--- src/liu_regmap_defines.vh ---
`ifndef LIU_REGMAP_DEFINES_VH
`define LIU_REGMAP_DEFINES_VH

// Address byte fields
`define LIU_RW_BIT 0
`define LIU_SUB_LSB 1
`define LIU_SUB_MSB 3
`define LIU_PORT_LSB 4
`define LIU_PORT_MSB 7
`define LIU_READ_FLAG 1'b1

// Port select values
`define LIU_PORT_GLOBAL 4'h0
`define LIU_PORT_CH0 4'h1
`define LIU_PORT_CH1 4'h2

// Global sub-addresses
`define LIU_SUB_MASTER 3'h0
`define LIU_SUB_GLOBAL_INTERRUPT_CONTROL 3'h1
`define LIU_SUB_GRSVD 3'h2

// Channel sub-addresses
`define LIU_SUB_MODE 3'h0
`define LIU_SUB_SIGNAL 3'h1
`define LIU_SUB_ADV_ONE 3'h2
`define LIU_SUB_ADV_ZERO 3'h3
`define LIU_SUB_MODE_TWO 3'h4
`define LIU_SUB_STATUS 3'h5

// Master control fields
`define LIU_MC_RATE 7
`define LIU_MC_PAR 5
`define LIU_MC_REF_MSB 4
`define LIU_MC_REF_LSB 3
`define LIU_MC_SOFT_REG_RESET 0

// Interrupt control fields
`define LIU_IC_POL 7
`define LIU_IC_LOL_PASS 1
`define LIU_IC_FERR_PASS 0

// Latched status vector positions
`define LIU_CS_FERR 0
`define LIU_CS_TX_LOCK_LOSS 1
`define LIU_CS_RXLOL 2
`define LIU_CS_RXSIG 3

// Reset values
`define LIU_MC_RESET 8'h00
`define LIU_IC_RESET 8'h23
`define LIU_GR_RESET 8'h00
`define LIU_MODE_RESET 8'h01
`define LIU_SIGNAL_RESET 8'h00
`define LIU_ADV_ONE_RESET 8'h00
`define LIU_ADV_ZERO_RESET 8'ha8
`define LIU_MODE_TWO_RESET 8'h80

// Serial frame
`define LIU_LAST_BIT 4'h7
`define LIU_BYTE_BITS 4'h8

`endif

--- src/liu_sync.v ---
module liu_sync #(
  parameter WIDTH = 1
) (
  input wire clock_i,
  input wire [WIDTH-1:0] async_i,
  output reg [WIDTH-1:0] sync_o
);

  reg [WIDTH-1:0] meta;

  // Two-stage synchroniser, first stage read only by second
  // No reset, so pin levels pass through while reset is held
  always @(posedge clock_i) begin
    meta <= async_i;
    sync_o <= meta;
  end

endmodule // liu_sync

--- src/liu_status.v ---
module liu_status (
  input wire clock_i,
  input wire reset_i,
  input wire clear_i,
  input wire read_clear_i,
  input wire [3:0] cond_i,
  output reg [3:0] status_o
);

  // Sticky status, cleared by a read; a new event beats the clear
  always @(posedge clock_i) begin
    if (reset_i || clear_i) begin
      status_o <= 4'h0;
    end else begin
      status_o <= (status_o & ~{4{read_clear_i}}) | cond_i;
    end
  end

endmodule // liu_status

--- src/liu_regmap.v ---
`include "liu_regmap_defines.vh"

module liu_regmap (
  input wire clock_i,
  input wire reset_i,
  input wire serial_enable_pin_i,
  input wire serial_clock_pin_i,
  input wire serial_in_pin_i,
  input wire [1:0] refclk_sel_strap_i,
  input wire [1:0] tx_lock_loss_i,
  input wire [1:0] fifo_error_i,
  input wire [1:0] rx_lock_loss_i,
  input wire [1:0] rx_signal_loss_i,
  output reg serial_out_pin_o,
  output reg serial_out_oe_o,
  output wire line_rate_sel_o,
  output wire parallel_iface_sel_o,
  output wire [1:0] refclk_freq_sel_o,
  output wire [15:0] channel_mode_control_o,
  output wire [15:0] channel_signal_control_o,
  output wire [15:0] channel_advanced_tx_one_o,
  output wire [15:0] channel_advanced_tx_zero_o,
  output wire [15:0] channel_mode_control_two_o,
  output wire [1:0] tx_irq_pin_o
);

  // Serial frame states
  localparam ST_IDLE = 3'h0;
  localparam ST_ADDR = 3'h1;
  localparam ST_WDATA = 3'h2;
  localparam ST_RDATA = 3'h3;
  localparam ST_DONE = 3'h4;

  // Synchronised pin levels
  wire sen_s;
  wire sck_s;
  wire sdi_s;
  wire [1:0] strap_s;
  wire [1:0] tx_lock_loss_s;
  wire [1:0] ferr_s;
  wire [1:0] rxlol_s;
  wire [1:0] rxsig_s;

  // Serial engine
  reg [2:0] state;
  reg [3:0] bit_cnt;
  reg [7:0] addr;
  reg [7:0] wdata;
  reg [7:0] rshift;
  reg wr_stb;
  reg sck_d;
  wire sck_rise;
  wire sck_fall;
  wire [7:0] next_addr;
  wire [7:0] next_wdata;
  wire addr_done;
  wire [3:0] port;
  wire [2:0] sub;
  wire [3:0] next_port;
  wire [2:0] next_sub;

  // Register storage
  reg [7:0] global_master_control;
  reg [7:0] global_interrupt_control;
  reg [7:0] global_reserved;
  reg [7:0] channel_mode_control [0:1];
  reg [7:0] channel_signal_control [0:1];
  reg [7:0] channel_advanced_tx_one [0:1];
  reg [7:0] channel_advanced_tx_zero [0:1];
  reg [7:0] channel_mode_control_two [0:1];
  reg soft_reg_reset;
  reg [7:0] rd_val;
  wire [7:0] status_all;
  wire [1:0] rd_clr;
  integer i;

  // True for the two channel ports
  function chan_hit;
    input [3:0] p;
    begin
      chan_hit = (p == `LIU_PORT_CH0) || (p == `LIU_PORT_CH1);
    end
  endfunction

  // Channel index of a channel port
  function chan_idx;
    input [3:0] p;
    begin
      chan_idx = (p == `LIU_PORT_CH1);
    end
  endfunction

  // Status byte layout of one channel
  function [7:0] status_byte;
    input [3:0] s;
    begin
      status_byte = {3'h0, s[`LIU_CS_RXSIG], s[`LIU_CS_RXLOL], 1'b0,
        s[`LIU_CS_TX_LOCK_LOSS], s[`LIU_CS_FERR]};
    end
  endfunction

  // All pins and status inputs cross into the clock domain
  // Unreset, so the strap level is ready for the reset load
  liu_sync #(
    .WIDTH(13)
  ) u_sync (
    .clock_i(clock_i),
    .async_i({serial_enable_pin_i, serial_clock_pin_i, serial_in_pin_i,
      refclk_sel_strap_i, tx_lock_loss_i, fifo_error_i,
      rx_lock_loss_i, rx_signal_loss_i}),
    .sync_o({sen_s, sck_s, sdi_s, strap_s, tx_lock_loss_s, ferr_s,
      rxlol_s, rxsig_s})
  );

  // Serial clock edge detection on the synchronised level
  always @(posedge clock_i) begin
    if (reset_i) begin
      sck_d <= 1'b0;
    end else begin
      sck_d <= sck_s;
    end
  end

  assign sck_rise = sck_s & ~sck_d;
  assign sck_fall = ~sck_s & sck_d;

  // Bits enter at the top, so the first bit ends in bit 0
  assign next_addr = {sdi_s, addr[7:1]};
  assign next_wdata = {sdi_s, wdata[7:1]};
  assign addr_done = (state == ST_ADDR) && sck_rise &&
    (bit_cnt == `LIU_LAST_BIT);

  // Address byte field split
  assign port = addr[`LIU_PORT_MSB:`LIU_PORT_LSB];
  assign sub = addr[`LIU_SUB_MSB:`LIU_SUB_LSB];
  assign next_port = next_addr[`LIU_PORT_MSB:`LIU_PORT_LSB];
  assign next_sub = next_addr[`LIU_SUB_MSB:`LIU_SUB_LSB];

  // Serial frame sequencer
  always @(posedge clock_i) begin
    if (reset_i) begin
      state <= ST_IDLE;
      bit_cnt <= 4'h0;
      addr <= 8'h00;
      wdata <= 8'h00;
      rshift <= 8'h00;
      wr_stb <= 1'b0;
      serial_out_pin_o <= 1'b0;
      serial_out_oe_o <= 1'b0;
    end else begin
      wr_stb <= 1'b0;
      if (!sen_s) begin
        // Frame ended or aborted: release the data pin
        state <= ST_IDLE;
        bit_cnt <= 4'h0;
        serial_out_oe_o <= 1'b0;
      end else begin
        case (state)
          ST_IDLE: begin
            bit_cnt <= 4'h0;
            state <= ST_ADDR;
          end
          ST_ADDR: begin
            if (sck_rise) begin
              addr <= next_addr;
              bit_cnt <= bit_cnt + 4'h1;
              if (bit_cnt == `LIU_LAST_BIT) begin
                bit_cnt <= 4'h0;
                if (next_addr[`LIU_RW_BIT] == `LIU_READ_FLAG) begin
                  rshift <= rd_val;
                  state <= ST_RDATA;
                end else begin
                  state <= ST_WDATA;
                end
              end
            end
          end
          ST_WDATA: begin
            if (sck_rise) begin
              wdata <= next_wdata;
              bit_cnt <= bit_cnt + 4'h1;
              if (bit_cnt == `LIU_LAST_BIT) begin
                wr_stb <= 1'b1;
                state <= ST_DONE;
              end
            end
          end
          ST_RDATA: begin
            // Drive one bit per falling edge, LSB first
            if (sck_fall) begin
              if (bit_cnt == `LIU_BYTE_BITS) begin
                serial_out_oe_o <= 1'b0;
                state <= ST_DONE;
              end else begin
                serial_out_pin_o <= rshift[0];
                serial_out_oe_o <= 1'b1;
                rshift <= {1'b0, rshift[7:1]};
                bit_cnt <= bit_cnt + 4'h1;
              end
            end
          end
          ST_DONE: begin
            serial_out_oe_o <= 1'b0;
          end
          default: begin
            state <= ST_IDLE;
          end
        endcase
      end
    end
  end

  // Read data selection from the address being completed
  always @* begin
    rd_val = 8'h00;
    if (next_port == `LIU_PORT_GLOBAL) begin
      case (next_sub)
        `LIU_SUB_MASTER: rd_val = {global_master_control[7:1], 1'b0};
        `LIU_SUB_GLOBAL_INTERRUPT_CONTROL: rd_val = global_interrupt_control;
        `LIU_SUB_GRSVD: rd_val = global_reserved;
        default: rd_val = 8'h00;
      endcase
    end else if (chan_hit(next_port)) begin
      case (next_sub)
        `LIU_SUB_MODE:
          rd_val = channel_mode_control[chan_idx(next_port)];
        `LIU_SUB_SIGNAL:
          rd_val = channel_signal_control[chan_idx(next_port)];
        `LIU_SUB_ADV_ONE:
          rd_val = channel_advanced_tx_one[chan_idx(next_port)];
        `LIU_SUB_ADV_ZERO:
          rd_val = channel_advanced_tx_zero[chan_idx(next_port)];
        `LIU_SUB_MODE_TWO:
          rd_val = channel_mode_control_two[chan_idx(next_port)];
        `LIU_SUB_STATUS: begin
          if (chan_idx(next_port)) begin
            rd_val = status_byte(status_all[7:4]);
          end else begin
            rd_val = status_byte(status_all[3:0]);
          end
        end
        default: rd_val = 8'h00;
      endcase
    end
  end

  // Soft reset pulse, one cycle after the write, never stored
  always @(posedge clock_i) begin
    if (reset_i) begin
      soft_reg_reset <= 1'b0;
    end else begin
      soft_reg_reset <= wr_stb && (port == `LIU_PORT_GLOBAL) &&
        (sub == `LIU_SUB_MASTER) && wdata[`LIU_MC_SOFT_REG_RESET];
    end
  end

  // Global registers; invalid ports fall through untouched
  always @(posedge clock_i) begin
    if (reset_i || soft_reg_reset) begin
      global_master_control <= `LIU_MC_RESET;
      global_master_control[`LIU_MC_REF_MSB:`LIU_MC_REF_LSB] <=
        strap_s;
      global_interrupt_control <= `LIU_IC_RESET;
      global_reserved <= `LIU_GR_RESET;
    end else if (wr_stb && (port == `LIU_PORT_GLOBAL)) begin
      case (sub)
        `LIU_SUB_MASTER: begin
          global_master_control <= {wdata[7:1], 1'b0};
        end
        `LIU_SUB_GLOBAL_INTERRUPT_CONTROL: begin
          global_interrupt_control <= wdata;
        end
        `LIU_SUB_GRSVD: begin
          global_reserved <= wdata;
        end
        default: begin
          global_reserved <= global_reserved;
        end
      endcase
    end
  end

  // Channel registers, one set per channel port
  always @(posedge clock_i) begin
    if (reset_i || soft_reg_reset) begin
      for (i = 0; i < 2; i = i + 1) begin
        channel_mode_control[i] <= `LIU_MODE_RESET;
        channel_signal_control[i] <= `LIU_SIGNAL_RESET;
        channel_advanced_tx_one[i] <= `LIU_ADV_ONE_RESET;
        channel_advanced_tx_zero[i] <= `LIU_ADV_ZERO_RESET;
        channel_mode_control_two[i] <= `LIU_MODE_TWO_RESET;
      end
    end else if (wr_stb && chan_hit(port)) begin
      case (sub)
        `LIU_SUB_MODE:
          channel_mode_control[chan_idx(port)] <= wdata;
        `LIU_SUB_SIGNAL:
          channel_signal_control[chan_idx(port)] <= wdata;
        `LIU_SUB_ADV_ONE:
          channel_advanced_tx_one[chan_idx(port)] <= wdata;
        `LIU_SUB_ADV_ZERO:
          channel_advanced_tx_zero[chan_idx(port)] <= wdata;
        `LIU_SUB_MODE_TWO:
          channel_mode_control_two[chan_idx(port)] <= wdata;
        default: begin
          channel_mode_control[0] <= channel_mode_control[0];
        end
      endcase
    end
  end

  // Global controls out to the line logic
  assign line_rate_sel_o = global_master_control[`LIU_MC_RATE];
  assign parallel_iface_sel_o = global_master_control[`LIU_MC_PAR];
  assign refclk_freq_sel_o =
    global_master_control[`LIU_MC_REF_MSB:`LIU_MC_REF_LSB];

  // Per-channel status, interrupt pin and control outputs
  genvar g;
  generate
    for (g = 0; g < 2; g = g + 1) begin : gen_ch
      reg irq_pin;
      wire [3:0] st;
      wire irq_active;

      // Read of this channel's status clears it in the same cycle
      assign rd_clr[g] = addr_done &&
        (next_addr[`LIU_RW_BIT] == `LIU_READ_FLAG) &&
        chan_hit(next_port) && (chan_idx(next_port) == g) &&
        (next_sub == `LIU_SUB_STATUS);

      liu_status u_status (
        .clock_i(clock_i),
        .reset_i(reset_i),
        .clear_i(soft_reg_reset),
        .read_clear_i(rd_clr[g]),
        .cond_i({rxsig_s[g], rxlol_s[g], tx_lock_loss_s[g], ferr_s[g]}),
        .status_o(st)
      );

      assign status_all[4*g+3:4*g] = st;

      // Independent masks gate the two transmit events
      assign irq_active =
        (st[`LIU_CS_TX_LOCK_LOSS] &
         global_interrupt_control[`LIU_IC_LOL_PASS]) |
        (st[`LIU_CS_FERR] &
         global_interrupt_control[`LIU_IC_FERR_PASS]);

      // Registered pin at the programmed polarity, idle high at reset
      always @(posedge clock_i) begin
        if (reset_i) begin
          irq_pin <= 1'b1;
        end else if (global_interrupt_control[`LIU_IC_POL]) begin
          irq_pin <= irq_active;
        end else begin
          irq_pin <= ~irq_active;
        end
      end

      assign tx_irq_pin_o[g] = irq_pin;
      assign channel_mode_control_o[8*g+7:8*g] = channel_mode_control[g];
      assign channel_signal_control_o[8*g+7:8*g] =
        channel_signal_control[g];
      assign channel_advanced_tx_one_o[8*g+7:8*g] =
        channel_advanced_tx_one[g];
      assign channel_advanced_tx_zero_o[8*g+7:8*g] =
        channel_advanced_tx_zero[g];
      assign channel_mode_control_two_o[8*g+7:8*g] =
        channel_mode_control_two[g];
    end
  endgenerate

endmodule // liu_regmap

--- config.mk ---
export PLATFORM = sky130hd
export DESIGN_NAME = liu_regmap
export DESIGN_NICKNAME = d
export VERILOG_FILES = /design/src/liu_sync.v /design/src/liu_status.v /design/src/liu_regmap.v
export VERILOG_INCLUDE_DIRS = /design/src
export SDC_FILE = /design/constraint.sdc
export NUM_CORES = 1
export LEC_CHECK = 0
export BUFFER_PORTS_ARGS = -buffer_cell sky130_fd_sc_hd__buf_2
export CAP_MARGIN = 5
export CELL_PAD_IN_SITES_DETAIL_PLACEMENT = 1
export CELL_PAD_IN_SITES_GLOBAL_PLACEMENT = 2
export CORE_MARGIN = 3
export CORE_UTILIZATION = 25
export CTS_CLUSTER_SIZE = 10
export DETAILED_ROUTE_END_ITERATION = 10
export GPL_TIMING_DRIVEN = 0
export PLACE_DENSITY_LB_ADDON = 0.1
export RECOVER_POWER = 100
export SLEW_MARGIN = 20
export SYNTH_ARGS = -nofsm -noshare
export SYNTH_HDL_FRONTEND = slang
export SYNTH_SLANG_ARGS = --single-unit
--- constraint.sdc ---
create_clock -name clock_i -period 3.4 [get_ports clock_i]
set_input_delay 0.68 -clock clock_i [delete_from_list [all_inputs] [get_ports clock_i]]
set_output_delay 0.68 -clock clock_i [all_outputs]
set_load 0.02 [all_outputs]
==> metrics <==
Layout Cells excl Fill 1192; GR Util All Layers 0.177; prevailing post-synth register cell dfxtp_1; CP peak stage delay 0.73 ns; largest net degree at the start of global routing 18; worst clock skew 0.0145 ns; dominant cells by area after synthesis edfxtp_1 (33%), dfxtp_1 (24%), mux2i_1 (10%), and2_1 (4.6%), nor2_1 (3.1%); Final GP Congestion 0.801; post-layout minimum cycle time 3.20 ns; asr flop ratio synth 0; Synth Area in Simple Gates 0.175; clock latency on the worst-skew pair 0.44 ns; min-delay worst type reg -> reg; Chip Width 180 um; Longest Clk Path Bufs 2; Via density 4.87; Crit path max-delay family buffers and inverters; Power Total 4.56 mW; TritonCTS Buffers 17; crit path max fanout 10; area of the die 32400 um2; worst hold start u_sync.meta[7]; Pre-Repair DR Iteration Count 5; largest family of logic cells by synthesized area simple AND/OR/NAND/NOR gates; Synth cell types 62; crit share post-route 0.940; Antenna Violating Nets Remaining 0; most common cell in the synthesized netlist dfxtp_1; Post-Place Worst Slack 0.0281 ns; Avg Inst Size Synth 11.3 um2; Initial Util 0.254; core box area 29700 um2; routed wire length 28800 um; IO buf count 101; n_diodes 0; mux cell area share after synthesis 0.112; Post-synth EDFFs 82; vias in the first global route 6225; Max Cap Viol 0; Crit Path Class reg -> reg; Yosys Warn Count 0; Leak 3.07 nW; Ports 103; cells after synthesis 668; placed insts 1160; clk root buf clkbuf_16; slew margin rel. 0.347; Post-CTS Repair Setup Buffers 0; #FFs+latches synth 174; grt total ovfl 0; most numerous cell on the critical path clkbuf_1; P per Cell Area 504 nW/um2; share of the yosys chip area belonging to registers 0.570; Pins Over Slew Limit 0; Critical Path Start Type flip-flop; CTS Sinks 174; Detail Placement HPWL 21700 um; CP Cell Sequence buf_2, clkbuf_1, clkbuf_1, nor3_2, or3_1; r2r setup slk 0.20 ns; element type at the critical path end flip-flop; # H-tree levels 4; drt first-iter violations 419; DIE HEIGHT 180 um; FP Rows 63; Synth Area in XOR/XNOR 0.00579; reg2reg end channel_mode_control[0][2]; worst reg2reg startpoint addr[3]; Synth top area share 0.326; worst vdd ir 0.320 mV; Adder-Cell Fraction of Synth Area 0.00464; CTS tree yes; slowest cell on the critical path clkbuf_1; Buf/Inv on CP 3; Crit path required time 3.51 ns; antenna violations before repair 0; Final #Nets 806; RSZ-0062 raised after global routing false; clock-pin slew on the worst setup and hold paths 0.07 ns; filler cell count 3334; endpoints failing setup 0; layout cells sized above 1 0.0910; reg2reg path depth 5; max frequency 313 MHz; Mapped Area 7560 um2; crit path DAT 3.31 ns; final worst slack 0.203 ns; Worst-Margin Slew 0.973 ns; Fin Setup TNS 0 ns; Resized Gates After CTS 0; Compound-Gate Fraction of Synth Area 0.0992; hold_buf cts 0; first-pass GRT wire length 42300 um; post-DR wirelength/cell 24.1 um; DRC viols 0; hold path cells 0; Hold Path End u_sync.sync_o[7]; vias 5808; cell taking the most area after synthesis edfxtp_1; Area Overhead vs Synth 19.6%; status complete, no violations; top post-synthesis cells by count dfxtp_1 (92), edfxtp_1 (82), mux2i_1 (78); syn_nets 685; Hold Violations, Final 0
[cell usage in the layout (no fill, tap or decap), types with 4 or more instances in the layout]
cell type  netlist  routed
dfxtp_1         92      92
a2bb2oi_1        8       8
nor3_2           4       4
nand3_1          9       9
o32ai_1          8       8
nand2b_1        19      19
clkbuf_1        28     123
and2_0           0      48
nor2_1          63      64
and2_1          56       8
clkbuf_16        0      20
inv_6            0       5
a21oi_1         23      23
a211oi_1         4       4
nor3_1          17      17
edfxtp_1        82      82
a22oi_1          9       9
buf_4            6       5
o21ai_1          0       5
nor2b_1          7       7
nor4_1           6       7
inv_1            6       6
xnor2_1          5       5
mux2_2           4       4
buf_2            7      17
nand2_1         26      26
o22ai_1          9       9
o21ai_0         19      14
a22o_1          10      10
or3_1            8       8
nand3b_1         9       9
nor3b_1          5       5
mux2i_1         78      78
[final cells by class]
cell class                 instances  area [um2]  area share
timing repair buffer             102         399      0.0441
sequential                       174        4300       0.476
clock buffer                      23         532      0.0588
tap                              390         488      0.0540
buffer                            47         220      0.0244
multi-input combinational        440        2990       0.331
clock inverter                     9        81.3     0.00900
inverter                           7        26.3     0.00291
[worst max path at each step]
| stage | start | end | cells past startpoint |
|---|---|---|---|
| after floorplan | reset_i | channel_advanced_tx_zero[1][0] | 5 |
| after global placement | reset_i | channel_advanced_tx_one[0][1] | 5 |
| after detailed placement | reset_i | channel_signal_control[0][5] | 5 |
| after CTS | addr[3] | channel_signal_control[0][5] | 5 |
| after global routing | addr[6] | channel_mode_control[1][0] | 6 |
| final | addr[3] | channel_mode_control[0][2] | 5 |
[layer usage]
layer | global-route usage | part of all wire
met5 | 0 | 0
met3 | 0.0401 | 0.044
met2 | 0.290 | 0.48
met4 | 0.0294 | 0.0082
met1 | 0.243 | 0.47
[sequential cells by signal, indices dropped and copies added (netlist names)]
signal                    count
channel_advanced_tx_one      16
channel_advanced_tx_zero     16
channel_mode_control         16
channel_mode_control_two     16
channel_signal_control       16
u_sync.meta                  13
u_sync.sync_o                13
gen_ch.u_status.status_o      8
global_interrupt_control      8
global_reserved               8
rshift                        8
wdata                         8
addr                          7
global_master_control         7
bit_cnt                       4
state                         3
gen_ch.irq_pin                2
sck_d                         1
serial_out_oe_o               1
serial_out_pin_o              1
soft_reg_reset                1
wr_stb                        1
[metrics by stage]
stage / util / hold WS [ns] / area, um2
2_1_floorplan: - / 0.310 / 7560
3_3_place_gp: 0.288 / 0.315 / 8550
3_5_place_dp: 0.288 / 0.314 / 8560
4_1_cts: 0.309 / 0.324 / 9170
5_1_grt: 0.304 / 0.317 / 9040
6_report: 0.304 / 0.330 / 9040
[logic make-up after synthesis]
family          Yosys count
flops                   174
simple gates            242
compound gates          107
mux                      83
fa+ha+maj                 3
xor+xnor                  5
buf+inv                  54
[where the power goes]
group          leakage (nW)  switching [mW]  internal [mW]
Sequential             1.56          0.0407           2.25
Clock                 0.305           0.926           1.13
Combinational          1.20           0.151         0.0587
Total                  3.07            1.12           3.44
(Power assumes the default switching activity.)
